File: src/rtl/pending_clear_defs.svh
`ifndef PENDING_CLEAR_DEFS_SVH
`define PENDING_CLEAR_DEFS_SVH

// ----------------------------------------
// Register byte addresses
// ----------------------------------------
`define PC_GRP0_ADDR 32'he000_e280
`define PC_GRP1_ADDR 32'he000_e204
`define PC_EVT_STAT_ADDR 32'he000_e3f0
`define PC_EVT_CLR_ADDR 32'he000_e3f4
`define PC_EVT_EN_ADDR 32'he000_e3f8
`define PC_WORD_MASK 32'hffff_fffc

// ----------------------------------------
// Implemented bits and field edges
// ----------------------------------------
`define PC_GRP0_MASK 32'hffff_ffff
`define PC_GRP1_MASK 32'h03ef_ffff
`define PC_G1_WAKE_MASK 32'h0000_00ff
`define PC_G1_PERIPH_MASK 32'h000f_ff00
`define PC_G1_GPIO_MASK 32'h01e0_0000
`define PC_G1_SSP_MASK 32'h0200_0000
`define PC_PEND_RST 32'h0000_0000

// ----------------------------------------
// Event status layout
// ----------------------------------------
`define PC_EVT_W 3
`define PC_EVT_CLEARED 0
`define PC_EVT_RSVD 1
`define PC_EVT_BADADDR 2
`define PC_EVT_RST 3'h0

// ----------------------------------------
// Bus answers
// ----------------------------------------
`define PC_RESP_OKAY 2'h0
`define PC_RESP_SLVERR 2'h2
`define PC_DATA_ZERO 32'h0000_0000

`endif

File: src/rtl/pending_clear_pkg.sv
package pending_clear_pkg;

    typedef struct packed
    {
        logic [31:0] grp1;
        logic [31:0] grp0;
    } pend_pair_t;

    typedef enum logic [2:0]
    {
        SEL_NONE,
        SEL_GRP0,
        SEL_GRP1,
        SEL_EVT_STAT,
        SEL_EVT_CLR,
        SEL_EVT_EN
    } reg_sel_t;

endpackage

File: src/rtl/interrupt_pending_clear.sv
`timescale 1ns/1ps
`include "pending_clear_defs.svh"

module interrupt_pending_clear
    import pending_clear_pkg::*;
(
    input wire logic clock,
    input wire logic reset,
    input wire logic [31:0] awaddr,
    input wire logic awvalid,
    output logic awready,
    input wire logic [31:0] wdata,
    input wire logic [3:0] wstrb,
    input wire logic wvalid,
    output logic wready,
    output logic [1:0] bresp,
    output logic bvalid,
    input wire logic bready,
    input wire logic [31:0] araddr,
    input wire logic arvalid,
    output logic arready,
    output logic [31:0] rdata,
    output logic [1:0] rresp,
    output logic rvalid,
    input wire logic rready,
    input wire pend_pair_t irqLine,
    input wire pend_pair_t setPend,
    output pend_pair_t pending,
    output logic irq
);

    // ----------------------------------------
    // Decoding helpers
    // ----------------------------------------
    function automatic reg_sel_t regSel(input logic [31:0] addr);
        logic [31:0] word;
        word = addr & `PC_WORD_MASK;
        if (word == `PC_GRP0_ADDR)
            return SEL_GRP0;
        else if (word == `PC_GRP1_ADDR)
            return SEL_GRP1;
        else if (word == `PC_EVT_STAT_ADDR)
            return SEL_EVT_STAT;
        else if (word == `PC_EVT_CLR_ADDR)
            return SEL_EVT_CLR;
        else if (word == `PC_EVT_EN_ADDR)
            return SEL_EVT_EN;
        else
            return SEL_NONE;
    endfunction

    function automatic logic [31:0] laneMask(input logic [3:0] strb);
        logic [31:0] m;
        m = `PC_DATA_ZERO;
        for (int i = 0; i < 4; i++)
        begin
            m[i*8 +: 8] = {8{strb[i]}};
        end
        return m;
    endfunction

    // ----------------------------------------
    // Storage
    // ----------------------------------------
    logic awHeld_ff, wHeld_ff, bvalid_ff, awready_ff, wready_ff;
    logic [31:0] awAddr_ff, wData_ff;
    logic [3:0] wStrb_ff;
    logic [1:0] bresp_ff, rresp_ff;
    logic arready_ff, rvalid_ff;
    logic [31:0] rdata_ff;
    logic [31:0] pendG0_ff, pendG1_ff;
    logic [`PC_EVT_W-1:0] evtStat_ff, evtEn_ff;
    logic irq_ff;

    // ----------------------------------------
    // Write channel
    // ----------------------------------------
    logic awTake, wTake, wrFire, bTake;
    logic nxt_awHeld, nxt_wHeld, nxt_bvalid;
    reg_sel_t wrSel;
    logic [31:0] wrBits;

    assign awTake = awvalid & awready_ff;
    assign wTake = wvalid & wready_ff;
    assign bTake = bvalid_ff & bready;
    // Address and data may arrive in either order; act once both are held
    assign wrFire = awHeld_ff & wHeld_ff & ~bvalid_ff;
    assign nxt_awHeld = (awHeld_ff & ~wrFire) | awTake;
    assign nxt_wHeld = (wHeld_ff & ~wrFire) | wTake;
    assign nxt_bvalid = wrFire | (bvalid_ff & ~bTake);
    assign wrSel = regSel(awAddr_ff);
    assign wrBits = wData_ff & laneMask(wStrb_ff);

    always_ff @(posedge clock or posedge reset)
    begin
        if (reset)
        begin
            awHeld_ff <= 1'b0;
            wHeld_ff <= 1'b0;
            bvalid_ff <= 1'b0;
            awready_ff <= 1'b0;
            wready_ff <= 1'b0;
            bresp_ff <= `PC_RESP_OKAY;
        end
        else
        begin
            awHeld_ff <= nxt_awHeld;
            wHeld_ff <= nxt_wHeld;
            bvalid_ff <= nxt_bvalid;
            awready_ff <= ~nxt_awHeld & ~nxt_bvalid;
            wready_ff <= ~nxt_wHeld & ~nxt_bvalid;
            if (wrFire)
                bresp_ff <= (wrSel == SEL_NONE) ? `PC_RESP_SLVERR : `PC_RESP_OKAY;
        end
    end

    always_ff @(posedge clock)
    begin
        if (awTake)
            awAddr_ff <= awaddr;
        if (wTake)
        begin
            wData_ff <= wdata;
            wStrb_ff <= wstrb;
        end
    end

    // ----------------------------------------
    // Pending state
    // ----------------------------------------
    logic [31:0] clr0, clr1, set0, set1, keep0, keep1, nxt_pendG0, nxt_pendG1;

    // Only ones clear; zeros and disabled lanes leave state alone
    assign clr0 = (wrFire && wrSel == SEL_GRP0) ? wrBits : `PC_DATA_ZERO;
    assign clr1 = (wrFire && wrSel == SEL_GRP1) ? wrBits : `PC_DATA_ZERO;
    // Sources are level requests, so a live source stays pending through a clear
    assign set0 = (irqLine.grp0 | setPend.grp0) & `PC_GRP0_MASK;
    assign set1 = (irqLine.grp1 | setPend.grp1) & `PC_GRP1_MASK;
    assign keep0 = pendG0_ff & ~clr0;
    assign keep1 = pendG1_ff & ~clr1;
    // Set wins over a clear in the same cycle; reserved bits never hold state
    assign nxt_pendG0 = (keep0 | set0) & `PC_GRP0_MASK;
    assign nxt_pendG1 = (keep1 | set1) & `PC_GRP1_MASK;

    always_ff @(posedge clock or posedge reset)
    begin
        if (reset)
        begin
            pendG0_ff <= `PC_PEND_RST;
            pendG1_ff <= `PC_PEND_RST;
        end
        else
        begin
            pendG0_ff <= nxt_pendG0;
            pendG1_ff <= nxt_pendG1;
        end
    end

    assign pending = '{grp1: pendG1_ff, grp0: pendG0_ff};

    // ----------------------------------------
    // Event status and interrupt
    // ----------------------------------------
    logic [`PC_EVT_W-1:0] evtSet, evtClr, nxt_evtStat, nxt_evtEn;
    logic rdBad;

    assign evtSet[`PC_EVT_CLEARED] = |((pendG0_ff & clr0) | (pendG1_ff & clr1));
    // Software broke the reserved-bit convention; flagged, otherwise harmless
    assign evtSet[`PC_EVT_RSVD] = |(clr1 & ~`PC_GRP1_MASK);
    assign evtSet[`PC_EVT_BADADDR] = (wrFire && wrSel == SEL_NONE) | rdBad;
    assign evtClr = (wrFire && wrSel == SEL_EVT_CLR) ? wrBits[`PC_EVT_W-1:0] : `PC_EVT_RST;
    assign nxt_evtStat = (evtStat_ff & ~evtClr) | evtSet;
    assign nxt_evtEn = (wrFire && wrSel == SEL_EVT_EN) ? wrBits[`PC_EVT_W-1:0] : evtEn_ff;

    always_ff @(posedge clock or posedge reset)
    begin
        if (reset)
        begin
            evtStat_ff <= `PC_EVT_RST;
            evtEn_ff <= `PC_EVT_RST;
            irq_ff <= 1'b0;
        end
        else
        begin
            evtStat_ff <= nxt_evtStat;
            evtEn_ff <= nxt_evtEn;
            irq_ff <= |(nxt_evtStat & nxt_evtEn);
        end
    end

    // ----------------------------------------
    // Read channel
    // ----------------------------------------
    logic arTake, nxt_rvalid;
    reg_sel_t rdSel;
    logic [31:0] rdMux;

    assign arTake = arvalid & arready_ff;
    assign nxt_rvalid = arTake | (rvalid_ff & ~rready);
    assign rdSel = regSel(araddr);
    assign rdBad = arTake && rdSel == SEL_NONE;
    // Reserved bits read as zero since they hold no state
    assign rdMux =
        (rdSel == SEL_GRP0) ? pendG0_ff :
        (rdSel == SEL_GRP1) ? pendG1_ff :
        (rdSel == SEL_EVT_STAT) ? {29'h0000_0000, evtStat_ff} :
        (rdSel == SEL_EVT_EN) ? {29'h0000_0000, evtEn_ff} :
        `PC_DATA_ZERO;

    always_ff @(posedge clock or posedge reset)
    begin
        if (reset)
        begin
            arready_ff <= 1'b0;
            rvalid_ff <= 1'b0;
            rdata_ff <= `PC_DATA_ZERO;
            rresp_ff <= `PC_RESP_OKAY;
        end
        else
        begin
            arready_ff <= ~nxt_rvalid;
            rvalid_ff <= nxt_rvalid;
            if (arTake)
            begin
                rdata_ff <= rdMux;
                rresp_ff <= rdBad ? `PC_RESP_SLVERR : `PC_RESP_OKAY;
            end
        end
    end

    assign awready = awready_ff;
    assign wready = wready_ff;
    assign bvalid = bvalid_ff;
    assign bresp = bresp_ff;
    assign arready = arready_ff;
    assign rvalid = rvalid_ff;
    assign rdata = rdata_ff;
    assign rresp = rresp_ff;
    assign irq = irq_ff;

    // ----------------------------------------
    // Checks
    // ----------------------------------------
    logic [31:0] clrOnly0, clrOnly1, setAny0, bothHit1;
    assign clrOnly0 = clr0 & ~set0;
    assign clrOnly1 = clr1 & ~set1;
    assign setAny0 = set0;
    assign bothHit1 = set1 & clr1;

    clear_one_a: assert property (@(posedge clock) disable iff (reset)
        wrFire |=> ((pendG0_ff & $past(clrOnly0)) == 0 && (pendG1_ff & $past(clrOnly1)) == 0))
        else $error("pending bit survived a clear write");

    zero_keeps_a: assert property (@(posedge clock) disable iff (reset)
        1'b1 |=> ((pendG0_ff & $past(keep0)) == $past(keep0)
            && (pendG1_ff & $past(keep1)) == $past(keep1)))
        else $error("pending bit lost without a clear");

    read_state_a: assert property (@(posedge clock) disable iff (reset)
        (arTake && rdSel == SEL_GRP0) |=> rvalid && rdata == $past(pendG0_ff)
            && rresp == `PC_RESP_OKAY)
        else $error("read of first register wrong");

    wake_group0_a: assert property (@(posedge clock) disable iff (reset)
        1'b1 |=> ((pendG0_ff & $past(setAny0)) == $past(setAny0)))
        else $error("wake pin request not pended");

    wake_group1_a: assert property (@(posedge clock) disable iff (reset)
        (irqLine.grp1 & `PC_G1_WAKE_MASK) != 0
            |=> (pendG1_ff & `PC_G1_WAKE_MASK) != 0)
        else $error("second group wake pin not pended");

    periph_bits_a: assert property (@(posedge clock) disable iff (reset)
        (setPend.grp1 & `PC_G1_PERIPH_MASK) != 0
            |=> (pendG1_ff & `PC_G1_PERIPH_MASK) != 0)
        else $error("peripheral request not pended");

    gpio_ssp_a: assert property (@(posedge clock) disable iff (reset)
        (irqLine.grp1 & (`PC_G1_GPIO_MASK | `PC_G1_SSP_MASK)) != 0
            |=> (pendG1_ff & (`PC_G1_GPIO_MASK | `PC_G1_SSP_MASK)) != 0)
        else $error("port or serial request not pended");

    reserved_zero_a: assert property (@(posedge clock) disable iff (reset)
        (pendG1_ff & ~`PC_GRP1_MASK) == 0)
        else $error("reserved pending bit holds state");

    reserved_read_a: assert property (@(posedge clock) disable iff (reset)
        (arTake && rdSel == SEL_GRP1) |=> (rdata & ~`PC_GRP1_MASK) == 0)
        else $error("reserved bit read back as one");

    no_soft_set_a: assert property (@(posedge clock) disable iff (reset)
        ((irqLine.grp0 | setPend.grp0) == 0) |=> (pendG0_ff & ~$past(pendG0_ff)) == 0)
        else $error("pending rose without a set request");

    group1_decode_a: assert property (@(posedge clock) disable iff (reset)
        (arTake && (araddr & `PC_WORD_MASK) == `PC_GRP1_ADDR)
            |=> rdata == $past(pendG1_ff) && rresp == `PC_RESP_OKAY)
        else $error("second register not decoded");

    irq_level_a: assert property (@(posedge clock) disable iff (reset)
        irq == |(evtStat_ff & evtEn_ff))
        else $error("interrupt does not follow enabled status");

    write_resp_a: assert property (@(posedge clock) disable iff (reset)
        wrFire |=> bvalid)
        else $error("write response missing");

    // Channels stay shut while an answer waits, so no second access overlaps it
    busy_closed_a: assert property (@(posedge clock) disable iff (reset)
        bvalid |-> !awready && !wready)
        else $error("write channel open during response");

    read_closed_a: assert property (@(posedge clock) disable iff (reset)
        rvalid |-> !arready)
        else $error("read channel open during response");

    bad_write_a: assert property (@(posedge clock) disable iff (reset)
        (wrFire && wrSel == SEL_NONE) |=> bvalid && bresp == `PC_RESP_SLVERR)
        else $error("unmapped write not refused");

    bad_read_a: assert property (@(posedge clock) disable iff (reset)
        rdBad |=> rvalid && rresp == `PC_RESP_SLVERR && rdata == `PC_DATA_ZERO)
        else $error("unmapped read not refused");

    evt_sticky_a: assert property (@(posedge clock) disable iff (reset)
        (evtSet != 0) |=> (evtStat_ff & $past(evtSet)) == $past(evtSet))
        else $error("event status lost a new event");

    set_wins_a: assert property (@(posedge clock) disable iff (reset)
        (bothHit1 != 0) |=> (pendG1_ff & $past(bothHit1)) == $past(bothHit1))
        else $error("clear beat a live request");

endmodule

File: config.mk
export PLATFORM = sky130hd
export DESIGN_NAME = interrupt_pending_clear
export DESIGN_NICKNAME = d
export VERILOG_FILES = /design/src/rtl/pending_clear_pkg.sv /design/src/rtl/interrupt_pending_clear.sv
export VERILOG_INCLUDE_DIRS = /design/src /design/src/rtl
export SDC_FILE = /design/constraint.sdc
export NUM_CORES = 1
export LEC_CHECK = 0
export BUFFER_PORTS_ARGS = -buffer_cell sky130_fd_sc_hd__buf_4
export CORE_AREA = 2 2 131 133
export CTS_BUF_LIST = sky130_fd_sc_hd__clkbuf_16
export DETAILED_ROUTE_END_ITERATION = 8
export DIE_AREA = 0 0 133 135
export GPL_TIMING_DRIVEN = 0
export MAX_ROUTING_LAYER = met4
export PLACE_DENSITY = 0.81
export SLEW_MARGIN = 20
export SYNTH_ARGS = -nofsm -noshare
export SYNTH_HDL_FRONTEND = slang
export SYNTH_SLANG_ARGS = --single-unit
File: constraint.sdc
create_clock -name clock -period 4.45 [get_ports clock]
set_input_delay 0.6675 -clock clock [delete_from_list [all_inputs] [get_ports clock]]
set_output_delay 0.6675 -clock clock [all_outputs]
set_load 0.03 [all_outputs]
==> results.txt <==
combinational share of power -> 14.3%
largest family of logic cells by synthesized area -> compound AO/OA/AOI/OAI gates
Sw Share -> 28.02%
Final Worst Setup Slack -> 1.732 ns
crit path kind -> in -> reg
Hold Vio Cnt, Final -> 0
Final Critical Period -> 2.718 ns
HP Class -> in -> async
Worst-Margin Slew -> 0.8732 ns
XOR/XNOR Fraction of Synth Area -> 0%
fill count -> 1296
worst reg2reg path endpoint -> pendG0_ff[10]$_DFF_PP0_
core area -> 16410 um2
VDD IR max -> 321.8 uV
share of cells above drive strength 1 -> 41.00%
DIE WIDTH -> 133 um
Finished Cell Area -> 10390 um2
global-route wire length before repair -> 35720 um
startpoint class of the critical path -> primary input
number of max-cap violations -> 0
Critical Path Start -> araddr[19]
pre-CTS setup slack -> 1.437 ns
Netlist Area Pre-Place -> 7099 um2
clock-pin slew on the worst setup and hold paths -> 0.07 ns
fraction of synthesized area in multiplexers -> 0.7578%
worst rel slew slack -> 40.28%
Highest Clock Rate -> 0.3680 GHz
CP endpoint kind -> flip-flop
PortBufs -> 313
post_cts resized -> 0
Lkg Pwr -> 4.242 nW
Final GP Congestion -> 0.8850
Post-synth top cells -> 105 x dfrtp_1, 88 x nand2_1, 66 x edfxtp_1
1st-pass router iterations -> 5
synthesis-to-layout area growth -> 46.33%
synth unique cells -> 52
Total Wirelength -> 23760 um
Synth warnings -> 0
r2r worst-path depth -> 6
Clock Tree Buf Depth -> 2
post-route ant nets -> 0
drt drc -> 0
Largest stage delay, worst path -> 0.70 ns
Die Height -> 135 um
P per Cell Area -> 373.0 nW/um2
adder-cell share of the synthesized area -> 0%
vias in the first global route -> 6491
CTS H-tree lvls -> 4
Synth Flop Type -> dfrtp_1
worst path arrival time -> 3.05 ns
Starting Density -> 43.27%
clk_lat worst skew -> 0.42 ns
Clock Skew -> 0.008322 ns
top post-synthesis cells by area -> dfrtp_1 37%, edfxtp_1 28%, a211o_1 7.0%
Slowest-stage cell, CP -> nor3_2
cell internal pwr -> 2.789 mW
Nets -> 1144
Multi-input gate area -> 2312 um2
I/O pins -> 341
sw power -> 1.086 mW
RSZ-0062 raised after global routing -> no
crit-path max FO -> 10
Yosys top cell by area -> dfrtp_1
Core Util, Final -> 63.32%
vias -> 6370
top-count cell post-synth -> dfrtp_1
simple-gate share of the synthesized area -> 13.91%
Total Power -> 3.875 mW
Synth Register Bits -> 171
die area -> 17960 um2
Compound-Gate Fraction of Synth Area -> 17.40%
largest net degree at the start of global routing -> 58
CTS Hold Bufs -> 0
Final Cycle Share -> 61.07%
Total GRT Usage -> 27.21%
Bufs and invs on worst path -> 2
Seq pwr share -> 48.7%
register area -> 4609 um2
sequential area share after synthesis -> 64.93%
initial antenna violation count -> 0
clk root buf -> clkbuf_16
Cell Area, Placed -> 9817 um2
initial DRC count -> 475
Worst R2R Setup Slack -> 1.79 ns
CTS sink cnt -> 171
average size of a mapped cell -> 12.52 um2
Ant. Diodes -> 0
Clk network pwr share -> 37.0%
Pins Over Slew Limit -> 0
Post-CTS Setup Bufs -> 0
Via density -> 5.578
TritonCTS Buffers -> 17
CP top delay family -> simple AND/OR/NAND/NOR gates
dpl hpwl -> 18040 um
ys async rst share -> 61.40%
post-synthesis cell count -> 567
Yosys top cell area share -> 37.01%
Post-synth EDFFs -> 66
CTS tree -> done
# rows -> 47
R2R Path Start -> awAddr_ff[11]$_DFFE_PP_
CP Data Required Time -> 4.78 ns
Overflow after GRT -> 0
Final setup viols -> 0
worst path cell trace -> buf_4 > nor4b_1 > nand4_1 > nor3_2 > clkbuf_1 > a22oi_1 > o21ai_0
outcome -> complete, no violations
wire per inst -> 20.80 um
-- cells by family after synthesis --
logic type / count (synthesis)
other: 1
multiplexers: 5
AND/OR/NAND/NOR: 185
buffers and inverters: 42
AO/OA/AOI/OAI: 163
flip-flops: 171
-- power by group through the flow --
| stage | Sequential, mW | Combinational, mW | Clock [mW] |
|---|---|---|---|
| after floorplan | 1.93 | 0.216 | 0 |
| after global placement | 1.91 | 0.523 | 0 |
| after detailed placement | 1.92 | 0.552 | 0 |
| after CTS | 1.89 | 0.557 | 1.45 |
| after global routing | 1.90 | 0.597 | 1.52 |
| final | 1.89 | 0.554 | 1.43 |
-- flip-flops by register name, summed over array words and instances, names as in the netlist, 3 cells and up --
signal      flops
pendG0_ff      32
rdata          32
wData_ff       32
awAddr_ff      30
pendG1_ff      25
wStrb_ff        4
evtEn_ff        3
evtStat_ff      3
-- layout by cell type (no fill, tap or decap), types with 2 or more instances in the layout --
master	instances
buf_4	326
dfrtp_1	105
nand2_1	88
edfxtp_1	66
a211o_1	57
o21ai_0	37
a22oi_1	35
nand3_1	34
clkbuf_16	17
clkbuf_1	13
inv_1	11
and2_1	10
conb_1	9
nand4_1	8
a222oi_1	8
nor2_1	7
a22o_1	6
inv_8	6
nor4_2	5
inv_6	5
nor4bb_1	3
nor4_1	3
buf_2	3
a21o_1	3
nor2b_1	3
a21boi_0	3
a21oi_1	3
nand2b_1	3
mux2_2	3
and3b_1	2
nor4b_2	2
o31ai_1	2
and4_1	2
and3_1	2
mux2i_1	2
a41oi_1	2
and2_2	2
clkinvlp_4	2
buf_16	2
-- per-layer routing --
metal | track usage (%) | vias to the layer above | share of wire (%)
li1 | - | 2847 | -
met1 | 32.65 | 3184 | 39
met2 | 46.09 | 313 | 51
met3 | 6.456 | 26 | 8.0
met4 | 8.005 | 0 | 1.6
met5 | - | - | 0
-- metrics by stage --
stage	hold WS, ns	std cells	setup TNS (ns)
after floorplan	0.4651	575	0
after global placement	0.4623	1108	-32.67
after detailed placement	0.4712	1110	0
after CTS	0.2701	1142	0
after global routing	0.2883	1142	0
final	0.2566	1142	0
-- worst max path at each step --
stage | to | cells past startpoint | slack, ns
5_1_grt | rdata[18]$_DFFE_PP0P_ | 7 | 1.59
3_3_place_gp | wready$_DFF_PP0_ | 2 | -0.32
2_1_floorplan | arready$_DFF_PP0_ | 1 | 1.02
4_1_cts | pendG0_ff[10]$_DFF_PP0_ | 6 | 1.78
3_5_place_dp | rdata[11]$_DFFE_PP0P_ | 7 | 1.44
6_report | rdata[18]$_DFFE_PP0P_ | 7 | 1.73
-- cell type report --
type	instances	area share (%)
buffer	30	1.590
clock buffer	17	4.095
clock inverter	15	1.409
inverter	12	0.4818
multi-input combinational	362	22.26
sequential	171	44.37
tap	220	2.650
timing repair buffer	315	23.15
No activity file was read; power rests on OpenSTA's default activity.
